--- config.mk ---
export PLATFORM = sky130hd
export DESIGN_NAME = cgc_clock_ctrl
export DESIGN_NICKNAME = d
export VERILOG_FILES = /design/src/cgc_pkg.sv /design/src/cgc_clock_ctrl.sv
export SDC_FILE = /design/constraint.sdc
export NUM_CORES = 1
export LEC_CHECK = 0
export BUFFER_PORTS_ARGS = -buffer_cell sky130_fd_sc_hd__buf_4
export CORE_ASPECT_RATIO = 0.8
export CORE_MARGIN = 2
export CORE_UTILIZATION = 50
export CTS_BUF_LIST = sky130_fd_sc_hd__clkbuf_8
export CTS_CLUSTER_DIAMETER = 200
export CTS_CLUSTER_SIZE = 25
export DETAILED_ROUTE_END_ITERATION = 8
export GPL_TIMING_DRIVEN = 0
export PLACE_DENSITY = 0.78
export SYNTH_ARGS = -nofsm -noshare
export SYNTH_HDL_FRONTEND = slang
export SYNTH_SLANG_ARGS = --single-unit
--- constraint.sdc ---
create_clock -name aclk -period 2.23 [get_ports aclk]
set_input_delay 0 -clock aclk [delete_from_list [all_inputs] [get_ports aclk]]
set_output_delay 0 -clock aclk [all_outputs]
set_load 0.02 [all_outputs]
--- src/cgc_pkg.sv ---
// Purpose: shared constants for the clock generation control block
// Assumes: 25 MHz bus clock, AXI4-Lite register access, 8-bit registers in the low byte lane
// Notes: register offsets are byte addresses
package cgc_pkg;
	// register offsets
	localparam logic [7:0] OFS_CLOCK_CTRL = 8'h00;
	localparam logic [7:0] OFS_MISC_OUT   = 8'h04;
	localparam logic [7:0] OFS_DIV_CLEAR  = 8'h08;
	localparam logic [7:0] OFS_RC_TRIM1   = 8'h0C;
	localparam logic [7:0] OFS_RC_TRIM2   = 8'h10;
	localparam logic [7:0] OFS_TEST_CTRL  = 8'h14;
	localparam logic [7:0] OFS_TAP_SELECT = 8'h18;
	localparam logic [7:0] OFS_STATUS     = 8'h1C;
	localparam int         ADDR_W         = 8;
	// register field positions
	localparam int BIT_CPU_SEL  = 7;
	localparam int BIT_EXT_EN   = 5;
	localparam int BIT_BIAS_RC  = 4;
	localparam int BIT_WARMUP   = 3;
	localparam int BIT_XTAL_EN  = 1;
	localparam int BIT_RC_EN    = 0;
	localparam int BIT_OUT_16K  = 1;
	localparam int BIT_OUT_CPU  = 0;
	localparam int BIT_DIV_CLR  = 0;
	localparam int BIT_RANGE    = 4;
	localparam int BIT_POR_DONE = 0;
	localparam int BIT_STAT_WRM = 1;
	// reset values
	localparam logic [3:0] COARSE_RESET = 4'h1;
	// widths
	localparam int HDIV_W  = 8;
	localparam int LDIV_W  = 15;
	localparam int TAP_W   = 3;
	localparam int CRS_W   = 4;
	localparam int FINE_W  = 6;
	localparam int CNT_W   = 24;
	localparam int WARM_W  = 16;
	// timing
	localparam longint CLK_HZ      = 64'd25000000;
	localparam longint POR_MIN_MS  = 64'd5;
	localparam longint POR_CYCLES  = (POR_MIN_MS * CLK_HZ + 64'd999) / 64'd1000;
	localparam longint WD_MIN_S    = 64'd2;
	localparam longint RC_NOM_HZ   = 64'd80000;
	localparam longint WD_TICKS    = WD_MIN_S * RC_NOM_HZ;
	localparam logic [WARM_W-1:0] WARM_LAST = 16'h7FFF;
	// bus answers
	localparam logic [1:0] RESP_OKAY   = 2'h0;
	localparam logic [1:0] RESP_SLVERR = 2'h2;
endpackage : cgc_pkg

--- src/cgc_clock_ctrl.sv ---
// Purpose: clock source selection, divider chains, warm-up, power-up hold and watchdog time base
// Assumes: oscillator activity arrives as one-cycle ticks synchronous to aclk
// Notes: analog trim codes leave as register outputs; sleep and global resets are synchronous
// Functional notes
// - power-up hold lasts at least 5 ms before software runs
// - watchdog timeout is at least 2 s on internal oscillators
// - watchdog time base counts trimmed RC ticks, whatever clock is selected
// - three sources: RC oscillator, crystal oscillator, external clock
// - 8-bit high divider on RC or external clock, taps down to 1/256
// - 32 kHz from crystal when enabled, else from chosen high divider tap
// - 15-bit low divider from 32 kHz down to 1 Hz
// - CPU clock from RC, external clock or 32 kHz clock
// - halt stops the CPU clock, other clocks continue
// - control bit 7 CPU speed select, cleared by sleep reset
// - control bit 5 external clock enable, cleared only by cold reset
// - control bit 4 keeps RC bias on, set by cold reset
// - misc bit 1 drives 16 kHz onto port B bit 3, sleep clears
// - misc bit 0 drives CPU clock onto port B bit 2, sleep clears
// - writing 1 to divider clear bit 0 resets low divider, reads 0
// - trim1 bit 4 selects RC range, 0 low, cold reset clears
// - trim1 bits 3..0 coarse trim, cold reset gives 0001
// - range bit scales RC frequency tenfold
// - trim2 bits 5..0 fine trim, about 1.4 percent a step, cold clears
// - crystal warm-up flag masks crystal for 32768 cycles then clears
// - cold and sleep resets enable RC and select it for CPU
//
// Implementation choices: the address map and the AXI4-Lite register port.
`timescale 1ns/1ns
module cgc_clock_ctrl
	import cgc_pkg::*;
#(
	parameter longint POR_HOLD_CYCLES = POR_CYCLES,
	parameter longint WD_RC_TICKS     = WD_TICKS
) (
	// clock and resets
	input  wire logic              aclk,
	input  wire logic              aresetn,
	input  wire logic              sleep_reset_n,
	input  wire logic              global_reset_n,
	// oscillator ticks and cpu state
	input  wire logic              rc_tick,
	input  wire logic              xtal_tick,
	input  wire logic              ext_clk_tick,
	input  wire logic              cpu_halt,
	input  wire logic              wd_restart,
	// axi4-lite write
	input  wire logic [ADDR_W-1:0] s_axi_awaddr,
	input  wire logic              s_axi_awvalid,
	output logic                   s_axi_awready,
	input  wire logic [31:0]       s_axi_wdata,
	input  wire logic [3:0]        s_axi_wstrb,
	input  wire logic              s_axi_wvalid,
	output logic                   s_axi_wready,
	output logic [1:0]             s_axi_bresp,
	output logic                   s_axi_bvalid,
	input  wire logic              s_axi_bready,
	// axi4-lite read
	input  wire logic [ADDR_W-1:0] s_axi_araddr,
	input  wire logic              s_axi_arvalid,
	output logic                   s_axi_arready,
	output logic [31:0]            s_axi_rdata,
	output logic [1:0]             s_axi_rresp,
	output logic                   s_axi_rvalid,
	input  wire logic              s_axi_rready,
	// clock outputs
	output logic                   cpu_clk_tick,
	output logic                   clk32k_tick,
	output logic                   clk1hz_tick,
	output logic                   cpu_run,
	output logic                   watchdog_timeout,
	// analog oscillator controls
	output logic                   rc_osc_on,
	output logic                   rc_bias_on,
	output logic                   xtal_osc_on,
	output logic                   rc_range,
	output logic [CRS_W-1:0]       rc_coarse,
	output logic [FINE_W-1:0]      rc_fine,
	output logic                   test_mode,
	// port pins
	output logic                   port_b_bit3,
	output logic                   port_b_bit3_oe,
	output logic                   port_b_bit2,
	output logic                   port_b_bit2_oe
);
	localparam logic [CNT_W-1:0] POR_LAST = CNT_W'(POR_HOLD_CYCLES - 64'd1);
	localparam logic [CNT_W-1:0] WD_LAST  = CNT_W'(WD_RC_TICKS - 64'd1);

	typedef struct packed {
		logic                   cpu_clock_select;
		logic                   external_clock_enable;
		logic                   rc_bias_keep;
		logic                   crystal_warmup_flag;
		logic                   crystal_osc_enable;
		logic                   rc_osc_enable;
		logic                   slow_clock_pin_output;
		logic                   cpu_clock_pin_output;
		logic                   rc_range_select;
		logic [CRS_W-1:0]       rc_coarse_trim;
		logic [FINE_W-1:0]      rc_fine_trim;
		logic                   test_bit;
		logic [TAP_W-1:0]       tap_sel;
		logic [HDIV_W-1:0]      hdiv;
		logic [LDIV_W-1:0]      ldiv;
		logic [WARM_W-1:0]      warm_cnt;
		logic [CNT_W-1:0]       por_cnt;
		logic                   por_done;
		logic [CNT_W-1:0]       wd_cnt;
		logic                   wd_to;
		logic                   t32k;
		logic                   t1hz;
		logic                   tcpu;
		logic                   cpu_lvl;
		logic                   pb3;
		logic                   pb2;
		logic                   awready;
		logic                   wready;
		logic                   bvalid;
		logic [1:0]             bresp;
		logic                   aw_have;
		logic                   w_have;
		logic [ADDR_W-1:0]      aw_addr;
		logic [7:0]             wbyte;
		logic                   wlane;
		logic                   arready;
		logic                   rvalid;
		logic [1:0]             rresp;
		logic [31:0]            rdata;
	} cgc_state_s;

	cgc_state_s q, d;

	function automatic cgc_state_s cold_state();
		cgc_state_s s;
		s = '0;
		s.rc_bias_keep        = 1'b1;
		s.rc_coarse_trim      = COARSE_RESET;
		s.crystal_warmup_flag = 1'b1;
		s.rc_osc_enable       = 1'b1;
		return s;
	endfunction : cold_state

	logic       rc_live, fast_tick, hdiv_src, tap_hit, xtal_ready;
	logic       aw_hs, w_hs, ar_hs, do_write, ok_addr;
	logic [7:0] rd_byte;

	always_comb begin
		d = q;
		// sources and dividers
		rc_live    = rc_tick && q.rc_osc_enable;
		hdiv_src   = q.external_clock_enable ? ext_clk_tick : rc_live;
		xtal_ready = q.crystal_osc_enable && !q.crystal_warmup_flag && xtal_tick;
		tap_hit    = hdiv_src && (&(q.hdiv | ~((HDIV_W'(2) << q.tap_sel) - HDIV_W'(1))));
		// external clock takes the fast path only once RC is switched off
		fast_tick  = (q.external_clock_enable && !q.rc_osc_enable) ? ext_clk_tick : rc_live;
		if (hdiv_src)
			d.hdiv = q.hdiv + HDIV_W'(1);
		d.t32k = q.crystal_osc_enable ? xtal_ready : tap_hit;
		d.t1hz = 1'b0;
		if (q.t32k) begin
			d.ldiv = q.ldiv + LDIV_W'(1);
			d.t1hz = &q.ldiv;
		end
		// crystal warm-up
		if (!q.crystal_osc_enable) begin
			d.crystal_warmup_flag = 1'b1;
			d.warm_cnt            = '0;
		end else if (q.crystal_warmup_flag && xtal_tick) begin
			d.warm_cnt = q.warm_cnt + WARM_W'(1);
			if (q.warm_cnt == WARM_LAST)
				d.crystal_warmup_flag = 1'b0;
		end
		// power-up hold
		if (!q.por_done) begin
			d.por_cnt = q.por_cnt + CNT_W'(1);
			if (q.por_cnt == POR_LAST)
				d.por_done = 1'b1;
		end
		// cpu clock
		d.tcpu = q.por_done && !cpu_halt && (q.cpu_clock_select ? q.t32k : fast_tick);
		if (q.tcpu)
			d.cpu_lvl = !q.cpu_lvl;
		d.pb3 = q.slow_clock_pin_output && q.ldiv[0];
		d.pb2 = q.cpu_clock_pin_output && q.cpu_lvl;
		// watchdog time base on trimmed RC ticks only
		d.wd_to = 1'b0;
		if (wd_restart) begin
			d.wd_cnt = '0;
		end else if (rc_tick) begin
			d.wd_cnt = q.wd_cnt + CNT_W'(1);
			if (q.wd_cnt == WD_LAST) begin
				d.wd_to  = 1'b1;
				d.wd_cnt = '0;
			end
		end
		// write channel
		aw_hs = s_axi_awvalid && q.awready;
		w_hs  = s_axi_wvalid && q.wready;
		if (aw_hs) begin
			d.aw_have = 1'b1;
			d.aw_addr = s_axi_awaddr;
		end
		if (w_hs) begin
			d.w_have = 1'b1;
			d.wbyte  = s_axi_wdata[7:0];
			d.wlane  = s_axi_wstrb[0];
		end
		do_write = q.aw_have && q.w_have && !q.bvalid;
		ok_addr  = 1'b1;
		if (q.bvalid && s_axi_bready)
			d.bvalid = 1'b0;
		if (do_write) begin
			d.aw_have = 1'b0;
			d.w_have  = 1'b0;
			d.bvalid  = 1'b1;
			unique case (q.aw_addr)
				OFS_CLOCK_CTRL: if (q.wlane) begin
					d.cpu_clock_select      = q.wbyte[BIT_CPU_SEL];
					d.external_clock_enable = q.wbyte[BIT_EXT_EN];
					d.rc_bias_keep          = q.wbyte[BIT_BIAS_RC];
					d.crystal_osc_enable    = q.wbyte[BIT_XTAL_EN];
					d.rc_osc_enable         = q.wbyte[BIT_RC_EN];
				end
				OFS_MISC_OUT: if (q.wlane) begin
					d.slow_clock_pin_output = q.wbyte[BIT_OUT_16K];
					d.cpu_clock_pin_output  = q.wbyte[BIT_OUT_CPU];
				end
				OFS_DIV_CLEAR: if (q.wlane && q.wbyte[BIT_DIV_CLR])
					d.ldiv = '0;
				OFS_RC_TRIM1: if (q.wlane) begin
					d.rc_range_select = q.wbyte[BIT_RANGE];
					d.rc_coarse_trim  = q.wbyte[CRS_W-1:0];
				end
				OFS_RC_TRIM2: if (q.wlane)
					d.rc_fine_trim = q.wbyte[FINE_W-1:0];
				OFS_TEST_CTRL: if (q.wlane)
					d.test_bit = q.wbyte[0];
				OFS_TAP_SELECT: if (q.wlane)
					d.tap_sel = q.wbyte[TAP_W-1:0];
				OFS_STATUS: ;
				default: ok_addr = 1'b0;
			endcase
			d.bresp = ok_addr ? RESP_OKAY : RESP_SLVERR;
		end
		d.awready = !d.aw_have && !d.bvalid;
		d.wready  = !d.w_have && !d.bvalid;
		// read channel
		ar_hs   = s_axi_arvalid && q.arready;
		rd_byte = '0;
		if (q.rvalid && s_axi_rready)
			d.rvalid = 1'b0;
		if (ar_hs) begin
			d.rvalid = 1'b1;
			d.rresp  = RESP_OKAY;
			unique case (s_axi_araddr)
				OFS_CLOCK_CTRL: begin
					rd_byte[BIT_CPU_SEL] = q.cpu_clock_select;
					rd_byte[BIT_EXT_EN]  = q.external_clock_enable;
					rd_byte[BIT_BIAS_RC] = q.rc_bias_keep;
					rd_byte[BIT_WARMUP]  = q.crystal_warmup_flag;
					rd_byte[BIT_XTAL_EN] = q.crystal_osc_enable;
					rd_byte[BIT_RC_EN]   = q.rc_osc_enable;
				end
				OFS_MISC_OUT: begin
					rd_byte[BIT_OUT_16K] = q.slow_clock_pin_output;
					rd_byte[BIT_OUT_CPU] = q.cpu_clock_pin_output;
				end
				OFS_DIV_CLEAR: rd_byte = '0;
				OFS_RC_TRIM1: begin
					rd_byte[BIT_RANGE]   = q.rc_range_select;
					rd_byte[CRS_W-1:0]   = q.rc_coarse_trim;
				end
				OFS_RC_TRIM2: rd_byte[FINE_W-1:0] = q.rc_fine_trim;
				OFS_TEST_CTRL: rd_byte[0] = q.test_bit;
				OFS_TAP_SELECT: rd_byte[TAP_W-1:0] = q.tap_sel;
				OFS_STATUS: begin
					rd_byte[BIT_POR_DONE] = q.por_done;
					rd_byte[BIT_STAT_WRM] = q.crystal_warmup_flag;
				end
				default: d.rresp = RESP_SLVERR;
			endcase
			d.rdata = {24'h000000, rd_byte};
		end
		d.arready = !d.rvalid;
		// group resets; the register write above loses to them
		if (!global_reset_n)
			d.test_bit = 1'b0;
		if (!sleep_reset_n) begin
			d.cpu_clock_select      = 1'b0;
			d.crystal_warmup_flag   = 1'b1;
			d.crystal_osc_enable    = 1'b0;
			d.rc_osc_enable         = 1'b1;
			d.slow_clock_pin_output = 1'b0;
			d.cpu_clock_pin_output  = 1'b0;
			d.warm_cnt              = '0;
		end
	end

	always_ff @(posedge aclk) begin
		if (!aresetn)
			q <= cold_state();
		else
			q <= d;
	end

	assign s_axi_awready    = q.awready;
	assign s_axi_wready     = q.wready;
	assign s_axi_bvalid     = q.bvalid;
	assign s_axi_bresp      = q.bresp;
	assign s_axi_arready    = q.arready;
	assign s_axi_rvalid     = q.rvalid;
	assign s_axi_rresp      = q.rresp;
	assign s_axi_rdata      = q.rdata;
	assign cpu_clk_tick     = q.tcpu;
	assign clk32k_tick      = q.t32k;
	assign clk1hz_tick      = q.t1hz;
	assign cpu_run          = q.por_done;
	assign watchdog_timeout = q.wd_to;
	assign rc_osc_on        = q.rc_osc_enable;
	assign rc_bias_on       = q.rc_bias_keep;
	assign xtal_osc_on      = q.crystal_osc_enable;
	assign rc_range         = q.rc_range_select;
	assign rc_coarse        = q.rc_coarse_trim;
	assign rc_fine          = q.rc_fine_trim;
	assign test_mode        = q.test_bit;
	assign port_b_bit3      = q.pb3;
	assign port_b_bit3_oe   = q.slow_clock_pin_output;
	assign port_b_bit2      = q.pb2;
	assign port_b_bit2_oe   = q.cpu_clock_pin_output;
endmodule : cgc_clock_ctrl

==> results of run 1 <==
[cell families after synthesis]
logic type               share of synthesized area, %
other                                          0.0515
flip-flops                                       41.2
AO/OA/AOI/OAI                                    10.9
XOR/XNOR                                         5.77
multiplexers                                     4.59
AND/OR/NAND/NOR                                  28.5
adder cells (fa/ha/maj)                          1.03
buffers and inverters                            7.87
[worst max-delay path, delay by kind of cell (launching register included)]
family | cells | cell delay, ps
buffers and inverters | 1 | 170
DFF | 1 | 340
muxes | 1 | 320
and+or+nand+nor | 3 | 1190
[power by group through the flow]
| stage | combinational [W] | clock [W] | sequential [W] |
|---|---|---|---|
| final | 0.000442 | 0.00211 | 0.00275 |
| after global routing | 0.000478 | 0.00224 | 0.00276 |
| after CTS | 0.000430 | 0.00214 | 0.00275 |
| after detailed placement | 0.000381 | 0 | 0.00281 |
| after global placement | 0.000376 | 0 | 0.00281 |
| after floorplan | 0.000249 | 0 | 0.00281 |
[repair_timing]
action,CTS,global route
hold buffers,37,0
endpoints found under the hold margin,46,0
resized for setup,0,1
setup buffers,0,0
endpoints found under the setup margin,0,19
[through the flow]
| step | hold slack, ps | setup WS [ps] | util (%) |
|---|---|---|---|
| 2_1_floorplan | 71.8 | 358 | - |
| 3_3_place_gp | 174 | 151 | 57.3 |
| 3_5_place_dp | 176 | 151 | 57.3 |
| 4_1_cts | 40.0 | 118 | 62.6 |
| 5_1_grt | 76.1 | 3.25 | 62.6 |
| 6_report | 62.8 | 92.8 | 62.6 |
[final timing paths]
kind,to,start
worst max-delay path,rc_fine[0]$_SDFFE_PN0P_,q[46]$_SDFFE_PN0P_
worst min-delay path,s_axi_rdata[0]$_SDFFE_PN0P_,s_axi_araddr[6]
worst max register to register,rc_fine[0]$_SDFFE_PN0P_,q[46]$_SDFFE_PN0P_
worst min register to register,clk1hz_tick$_SDFF_PN0_,q[146]$_SDFF_PN0_
[placed cells by master, fill, tap and decap left out, types with 5 or more instances in the layout]
master,n
inv_1,21
clkinv_2,6
o31ai_1,19
nand3_1,40
buf_1,5
xor2_1,25
dlygate4sd3_1,37
conb_1,27
nand3b_1,6
clkbuf_1,19
and2_1,5
buf_4,120
mux2i_1,30
o21ai_0,15
dfxtp_1,150
clkbuf_8,18
nor4_1,13
nor2_2,6
and4_1,10
nor2b_1,8
or3_1,11
buf_2,11
a21oi_1,56
ha_1,6
nand2_1,87
nand4b_1,6
or4_1,16
nor3_1,18
xnor2_1,23
nand4_1,26
nor2_1,81
nand2b_1,5
and3_1,11
[layer usage]
layer | routed length (um) | vias up | GRT usage [%]
met2 | 7800 | 176 | 34.8
met1 | 8590 | 3052 | 33.1
met3 | 977 | 26 | 5.38
met4 | 284 | 0 | 7.61
li1 | - | 3261 | -
met5 | 0 | - | 0
[sequential cells by signal, indices dropped and copies added, names as in the netlist, 4 cells and up]
| signal | cells |
|---|---|
| s_axi_rdata | 7 |
| rc_fine | 6 |
| q | 112 |
| rc_coarse | 4 |
[Yosys cell counts (3+ instances only)]
library cell	n
a2111oi_0	3
a21oi_1	56
a31o_2	3
a32oi_1	3
and2_1	5
and3_1	11
and4_1	10
buf_1	5
buf_2	11
buf_4	46
clkbuf_1	21
dfxtp_1	150
ha_1	6
inv_1	17
mux2_2	3
mux2i_1	30
nand2_1	87
nand2b_1	5
nand3_1	40
nand3b_1	6
nand4_1	26
nand4b_1	6
nor2_1	81
nor2_2	6
nor2b_1	8
nor3_1	18
nor3b_1	4
nor4_1	13
nor4_4	4
nor4b_1	3
o21ai_0	15
o31ai_1	19
or3_1	11
or4_1	16
xnor2_1	23
xor2_1	25
[layout make-up]
cell class                      count  area (um^2)  share of cell area [%]
Buffer                             82          502                    5.62
Multi-Input combinational cell    616         3810                    42.7
Tap cell                          184          230                    2.58
Sequential cell                   150         3000                    33.6
Timing Repair Buffer              111          926                    10.4
Clock inverter                     14          144                    1.61
Clock buffer                       18          248                    2.78
Inverter                           17         63.8                   0.715
==> metrics.md, run 1 <==
| Metric | Value |
|---|---|
| Status | completed |
| Layout cells sized above 1 | 18.3% |
| Post-synth top flop | dfxtp_1 |
| Initial Util | 51.1% |
| Switching power | 0.00129 W |
| Pin count of the biggest net entering global routing | 17 |
| Top cell type by total area after synthesis | dfxtp_1 |
| Int Pwr | 0.00402 W |
| Drt total wl | 17700 um |
| Clock skew | 12.4 ps |
| Crit path cell chain | or4_4, buf_6, nor4_4, mux2i_1, nor2_2 |
| CTS Buffer Depth | 2 |
| Combinational Power Share | 8.3% |
| Power consumption | 0.00530 W |
| Core area | 0.0142 mm^2 |
| Post-DP Area | 0.00816 mm^2 |
| P&R area growth vs syn | 22.6% |
| Global-route wire length before repair | 29500 um |
| Clock sinks | 150 |
| Leak pwr | 3.31 nW |
| Mean Syn Cell Area | 8.66 um^2 |
| Vias in the first global route | 5931 |
| Synth unique cells | 66 |
| CTS tree | yes |
| RSZ-0062 raised after global routing | false |
| Row cnt | 39 |
| CP Launch Type | flip-flop |
| Final worst path period need | 2140 ps |
| Worst path slowest cell | nor4_4 |
| Hold Vio Cnt, Final | 0 |
| GR Overflow Total | 0 |
| Critical-path maximum fanout | 6 |
| Sw frac | 24.3% |
| I/O pin count | 131 |
| Pwr Density | 594 mW/mm^2 |
| Hpwl dp | 12100 um |
| Setup Total Neg Slack | 0 ps |
| Mapped cell area | 0.00728 mm^2 |
| Required time worst endpoint | 2570 ps |
| Residual DRC | 0 |
| Synth top area cells | dfxtp_1, buf_4, nand2_1 |
| Detail Route Antenna Nets | 0 |
| Worst reg2reg path depth | 5 |
| CTS root buf | clkbuf_8 |
| ANT cells | 0 |
| Tot GR Track Use | 23.2% |
| HP Class | primary input to flip-flop |
| Peak supply drop | 0.489 mV |
| Filler cells | 1218 |
| Placed Instances | 1125 |
| Clk pin slew, worst setup/hold paths | 80 ps |
| Slew headroom | 45.9% |
| Synth warnings | 0 |
| Period Utilization, post-route | 95.8% |
| CTS Buf Count | 17 |
| Vias per inst | 5.47 |
| Layout Nets | 1067 |
| Crit path capture type | flip-flop |
| Final Wtd Congestion | 0.866 |
| Initial antenna violation count | 0 |
| Crit-path max cell delay | 610 ps |
| Hold Path Stages | 5 |
| Arr. time, crit path | 2480 ps |
| Die outline height | 112 um |
| Sequential share of power | 51.9% |
| Achievable clock frequency | 468 MHz |
| Horiz. Die Dim | 139 um |
| EDFF count, synth | 0 |
| Number of buffers added on ports | 74 |
| Cells after synthesis | 841 |
| Critical path class | flip-flop to flip-flop |
| Sequential share of the synthesized area | 41.2% |
| Post-Layout Inst Area | 0.00893 mm^2 |
| Worst-Margin Slew | 806 ps |
| FFs w/ async S/R, synth | 0% |
| Wire per inst | 14.8 um |
| Final setup fails | 0 |
| #FFs+latches synth | 150 |
| H-tree depth | 4 |
| Post-synth top area share | 41.2% |
| Max-slew violations | 0 |
| Starting DRT DRC Count | 502 |
| Drt pass-1 iters | 5 |
| Die Area | 0.0155 mm^2 |
| R2R setup slack | 90 ps |
| Clock power frac | 39.8% |
| Clock Latency Late Sink | 470 ps |
| Via count | 6515 |
| Non-filler cells in the finished layout | 1192 |
| Max Cap Violations | 0 |
Power figures use the tool's default switching activity.
==> run 2, diff against run 1 <==
PLACE_DENSITY = 0.81   (was 0.78)
clock period = 1.86 ns   (was 2.23 ns; I/O delays follow)
==> run 2 against run 1 <==
Worst hold slack worse by 37 ps. Combinational power up 20%. Power up 29%. Die area unchanged. Global-route usage down 0.33 points. Clock skew down 1.3 ps. Clock power up 42%. Non-clock buffer count up 7. Sequential power up 20%. Via count up 2.2%. Final area up 3.9%.
==> metrics.md, run 2 (synthesis results as in run 1) <==
| Metric | Value |
|---|---|
| Leak pwr | 3.42 nW |
| Sequential share of power | 48.3% |
| Achievable clock frequency | 550 MHz |
| Status | completed |
| HP Class | primary input to flip-flop |
| Max-slew violations | 0 |
| Int Pwr | 0.00524 W |
| Place WS | -204 ps |
| Crit path capture type | flip-flop |
| Worst path slowest cell | or4_4 |
| Starting DRT DRC Count | 548 |
| Pwr Density | 736 mW/mm^2 |
| Die outline height | 112 um |
| Die Area | 0.0155 mm^2 |
| Vias per inst | 5.55 |
| Clock sinks | 150 |
| Vias in the first global route | 5904 |
| Critical-path maximum fanout | 5 |
| Drt pass-1 iters | 5 |
| CP Launch Type | flip-flop |
| Layout cells sized above 1 | 23.4% |
| CTS Buffer Depth | 2 |
| Drt total wl | 17900 um |
| Initial Util | 51.1% |
| Period Utilization, post-route | 97.8% |
| Via count | 6660 |
| Max Cap Violations | 0 |
| Clock power frac | 44.0% |
| Final Wtd Congestion | 0.866 |
| Clock Latency Late Sink | 470 ps |
| Wire per inst | 15.0 um |
| Worst-Margin Slew | 702 ps |
| Combinational Power Share | 7.8% |
| Sw frac | 23.2% |
| Filler cells | 1137 |
| H-tree depth | 4 |
| Clk pin slew, worst setup/hold paths | 80 ps |
| Number of buffers added on ports | 74 |
| Final setup fails | 0 |
| Bufs and invs on worst path | 1 |
| Setup Total Neg Slack | 0 ps |
| Detail Route Antenna Nets | 0 |
| P&R area growth vs syn | 27.4% |
| Hold Vio Cnt, Final | 0 |
| ANT cells | 0 |
| Layout Nets | 1074 |
| Row cnt | 39 |
| Global-route wire length before repair | 29100 um |
| Initial antenna violation count | 0 |
| Horiz. Die Dim | 139 um |
| Slew headroom | 53.2% |
| GR Overflow Total | 0 |
| Final worst setup slack | 41.2 ps |
| Crit-path max cell delay | 630 ps |
| Critical path class | flip-flop to flip-flop |
| Core area | 0.0142 mm^2 |
| Cell family with the largest share of critical-path delay | simple AND/OR/NAND/NOR gates |
| Residual DRC | 0 |
| CTS root buf | clkbuf_8 |
| Clock skew | 11.1 ps |
| Crit path cell chain | or4_4, nor4_4, buf_6, mux2i_1, nand3_1 |
| Max reg flops | 112 |
| Tot GR Track Use | 22.9% |
| Required time worst endpoint | 2180 ps |
| Commonest non-fill, non-tap cell in the layout | buf_4 |
| RSZ-0062 raised after global routing | true |
| CTS tree | yes |
| Commonest cells after routing, fill and taps aside | buf_4, dfxtp_1, nand2_1, nor2_1, a21oi_1 |
| I/O pin count | 131 |
| Arr. time, crit path | 2130 ps |
| Final worst path period need | 1820 ps |
| Top reg by flops | q |
| Pin count of the biggest net entering global routing | 17 |
| Switching power | 0.00158 W |
| Peak supply drop | 0.556 mV |
| Hpwl dp | 12000 um |
| CTS Buf Count | 17 |
-- run 2: what timing repair did --
action / in CTS / in global routing
hold buffers: 34 / 0
buffers inserted: 9 / 4
pin swaps: 4 / 10
hold endpoints to repair: 49 / 0
resized for setup: 21 / 52
setup endpoints to repair: 55 / 68
-- run 2: routing by layer --
metal	up-vias	track usage (%)	wire length (um)
met4	0	8.82	335
met1	3146	31.9	8240
met2	211	34.5	8120
met3	33	5.38	1230
li1	3270	-	-
met5	-	0	0
-- run 2: tightest hold or removal path: stages --
cell and delay [ps]:
buf_4 80, nand2_1 180, nand2_1 130, a21oi_1 50
-- run 2: cell type report --
| class | instances | area [um^2] | area share, % |
|---|---|---|---|
| Sequential cell | 150 | 3040 | 32.7 |
| Clock buffer | 18 | 248 | 2.67 |
| Multi-Input combinational cell | 616 | 3940 | 42.5 |
| Clock inverter | 14 | 229 | 2.47 |
| Buffer | 79 | 524 | 5.65 |
| Timing Repair Buffer | 121 | 1000 | 10.8 |
| Tap cell | 184 | 230 | 2.48 |
| Inverter | 17 | 63.8 | 0.688 |
-- run 2: power groups by stage --
stage / logic (W) / registers [W] / clock network [W]
after CTS: 0.000520 / 0.00330 / 0.00304
after floorplan: 0.000298 / 0.00337 / 0
after global placement: 0.000451 / 0.00337 / 0
after detailed placement: 0.000456 / 0.00337 / 0
final: 0.000529 / 0.00329 / 0.00300
after global routing: 0.000571 / 0.00330 / 0.00317
-- run 2: metrics by stage --
stage          cells  area [um^2]  hold slack (ps)  power, W  util [%]
2_1_floorplan    867         7380             71.8   0.00367         -
3_3_place_gp    1125         8160              170   0.00382      57.3
3_5_place_dp    1125         8160              174   0.00383      57.3
4_1_cts         1197         9110             3.22   0.00686      63.9
5_1_grt         1199         9280             32.9   0.00704      65.1
6_report        1199         9280             25.8   0.00683      65.1
-- run 2: worst paths after layout --
path / from / endpoint / slack [ps] / cells after the start
setup / recovery: q[51]$_SDFFE_PN0P_ / rc_osc_on$_SDFFE_PN1P_ / 40 / 5
hold / removal: s_axi_awvalid / q[51]$_SDFFE_PN0P_ / 30 / 4
setup reg to reg: q[51]$_SDFFE_PN0P_ / rc_osc_on$_SDFFE_PN1P_ / 40 / 5
hold reg to reg: q[51]$_SDFFE_PN0P_ / q[51]$_SDFFE_PN0P_ / 470 / 2
==> run 3, diff against run 2 <==
ABC_CLOCK_PERIOD_IN_PS = 1860   (was unset)
BUFFER_PORTS_ARGS = unset   (was -buffer_cell sky130_fd_sc_hd__buf_4)
DONT_BUFFER_PORTS = 1   (was unset)
PLACE_DENSITY = 0.73   (was 0.81)
==> run 3 against run 2 <==
The flow now finishes with violations (hold timing, setup timing). Routed wire length up 2.0%. Setup slack got worse by 83 ps. Sequential power hardly changed. Clock-buffer cell count stayed put. Largest power group unchanged. Global-route usage grew 0.19 points. Fmax down 4.4%. Sequential share of layout area up 1.9 points. Register-to-register slack worse by 80 ps. Combinational power down 13%. Clock skew fell by 1.5 ps.
==> metrics.md, run 3 (synthesis results as in run 1) <==
| Metric | Value |
|---|---|
| HP Class | primary input to flip-flop |
| Clock Latency Late Sink | 470 ps |
| R2R setup slack | -40 ps |
| Detail Route Antenna Nets | 0 |
| Commonest cells after routing, fill and taps aside | dfxtp_1, nand2_1, nor2_1, buf_4, a21oi_1 |
| Worst reg2reg path depth | 5 |
| Required time worst endpoint | 2200 ps |
| Clock skew | 9.69 ps |
| Critical path class | flip-flop to flip-flop |
| Crit Reg-Reg Startpoint | q[52]$_SDFFE_PN0P_ |
| Initial Util | 51.1% |
| Max-slew violations | 0 |
| Crit path capture type | flip-flop |
| I/O pin count | 131 |
| H-tree depth | 4 |
| Setup Total Neg Slack | -51.1 ps |
| P&R area growth vs syn | 20.7% |
| GR Overflow Total | 0 |
| Commonest non-fill, non-tap cell in the layout | dfxtp_1 |
| Period Utilization, post-route | 102% |
| CTS Buf Count | 17 |
| Final setup fails | 2 |
| Global-route wire length before repair | 28800 um |
| Achievable clock frequency | 526 MHz |
| Hold Vio Cnt, Final | 1 |
| Leak pwr | 3.09 nW |
| Max reg flops | 112 |
| Vias in the first global route | 5738 |
| Peak supply drop | 0.546 mV |
| Die outline height | 112 um |
| Combinational Power Share | 7.3% |
| Status | complete, but fails checks |
| Non-filler cells in the finished layout | 1135 |
| Residual DRC | 0 |
| Hold Crit Start | s_axi_awvalid |
| Row cnt | 39 |
| Sequential share of power | 52.8% |
| Hold Path Stages | 2 |
| Failing checks | hold timing, setup timing |
| Clock power frac | 39.9% |
| Max Cap Violations | 0 |
| Arr. time, crit path | 2240 ps |
| Layout Nets | 1011 |
| Horiz. Die Dim | 139 um |
| CP Launch Type | flip-flop |
| Slew headroom | 50.3% |
| Hpwl dp | 11800 um |
| Drt pass-1 iters | 5 |
| Critical-path maximum fanout | 5 |
| ANT cells | 0 |
| Hold slack final | -27.2 ps |
| Int Pwr | 0.00476 W |
| Hold Crit Endpoint | s_axi_awready$_SDFF_PN0_ |
| Vias per inst | 5.66 |
| Final Wtd Congestion | 0.859 |
| Layout cells sized above 1 | 17.5% |
| Sw frac | 24.1% |
| Clock sinks | 150 |
| RSZ-0062 raised after global routing | true |
| Switching power | 0.00151 W |
| Top reg by flops | q |
| Placed Instances | 1051 |
| Pin count of the biggest net entering global routing | 17 |
| Starting DRT DRC Count | 487 |
| Die Area | 0.0155 mm^2 |
| Drt total wl | 18300 um |
| Final worst path period need | 1900 ps |
| Pwr Density | 713 mW/mm^2 |
| FF-to-FF End | rc_fine[0]$_SDFFE_PN0P_ |
| CTS Buffer Depth | 2 |
| Core area | 0.0142 mm^2 |
| Final worst setup slack | -41.7 ps |
| Worst-Margin Slew | 746 ps |
| CTS root buf | clkbuf_8 |
| Via count | 6423 |
| Tot GR Track Use | 23.1% |
| CTS tree | yes |
| Wire per inst | 16.1 um |
| Clk pin slew, worst setup/hold paths | 80 ps |
| Initial antenna violation count | 0 |
| Number of buffers added on ports | 0 |
[run 3: how the worst max path moves through the flow]
| stage | start | endpoint | slack [ps] | cells past startpoint |
|---|---|---|---|---|
| after floorplan | q[156]$_SDFFE_PN0P_ | clk32k_tick$_SDFF_PN0_ | 10 | 7 |
| after global placement | q[156]$_SDFFE_PN0P_ | clk32k_tick$_SDFF_PN0_ | -210 | 7 |
| after detailed placement | q[156]$_SDFFE_PN0P_ | clk32k_tick$_SDFF_PN0_ | -260 | 7 |
| after CTS | cpu_run$_SDFF_PN0_ | q[106]$_SDFFE_PN0N_ | -1 | 6 |
| after global routing | q[52]$_SDFFE_PN0P_ | rc_fine[0]$_SDFFE_PN0P_ | -70 | 5 |
| final | q[52]$_SDFFE_PN0P_ | rc_fine[0]$_SDFFE_PN0P_ | -40 | 5 |
[run 3: stage by stage]
stage | util [%] | total power [W] | instance area (um^2) | setup slack, ps | hold slack [ps]
floorplan | - | 0.00367 | 7380 | 14.1 | 71.8
global placement | 53.4 | 0.00374 | 7610 | -212 | 75.8
detailed placement | 53.4 | 0.00375 | 7610 | -256 | 78.3
CTS | 60.3 | 0.00630 | 8590 | -1.31 | -326
global route | 61.7 | 0.00647 | 8790 | -66.3 | 8.12
finish | 61.7 | 0.00627 | 8790 | -41.7 | -27.2
[run 3: critical path: stages (launching register included)]
cell	delay (ps)
dfxtp_2	330
or4_4	630
nor4_4	320
buf_6	200
mux2i_2	250
nor2_2	50
[run 3: area by class of cell]
cell class              instances  area (um^2)
fillers                      1224         5460
multi-input cells             616         3970
flip-flops and latches        150         3040
repair buffers                 59          572
plain buffers                  78          517
clock buffers                  18          248
well taps                     184          230
clock inverters                13          141
inverters                      17         63.8
[run 3: timing repair]
| action | in CTS | in global routing |
|---|---|---|
| pin swaps | 4 | 9 |
| hold endpoints to repair | 76 | 26 |
| setup buffers | 8 | 4 |
| hold buffers | 46 | 1 |
| setup endpoints to repair | 64 | 75 |
| gates cloned | 0 | 0 |
| resized for setup | 31 | 45 |
[run 3: power by group through the flow]
stage	Clock, W	Sequential [W]	Combinational [W]
final	0.00250	0.00331	0.000458
after global routing	0.00267	0.00331	0.000494
after floorplan	0	0.00337	0.000298
after detailed placement	0	0.00339	0.000361
after CTS	0.00255	0.00331	0.000444
after global placement	0	0.00338	0.000359
[run 3: routing by layer]
metal / routed length (um) / vias to the layer above / share of wire (%) / track usage, %
li1: - / 3156 / - / -
met1: 8580 / 3024 / 47 / 32.9
met2: 8240 / 219 / 45 / 34.6
met3: 1240 / 24 / 6.8 / 5.55
met4: 228 / 0 / 1.2 / 7.27
met5: 0 / - / 0 / 0
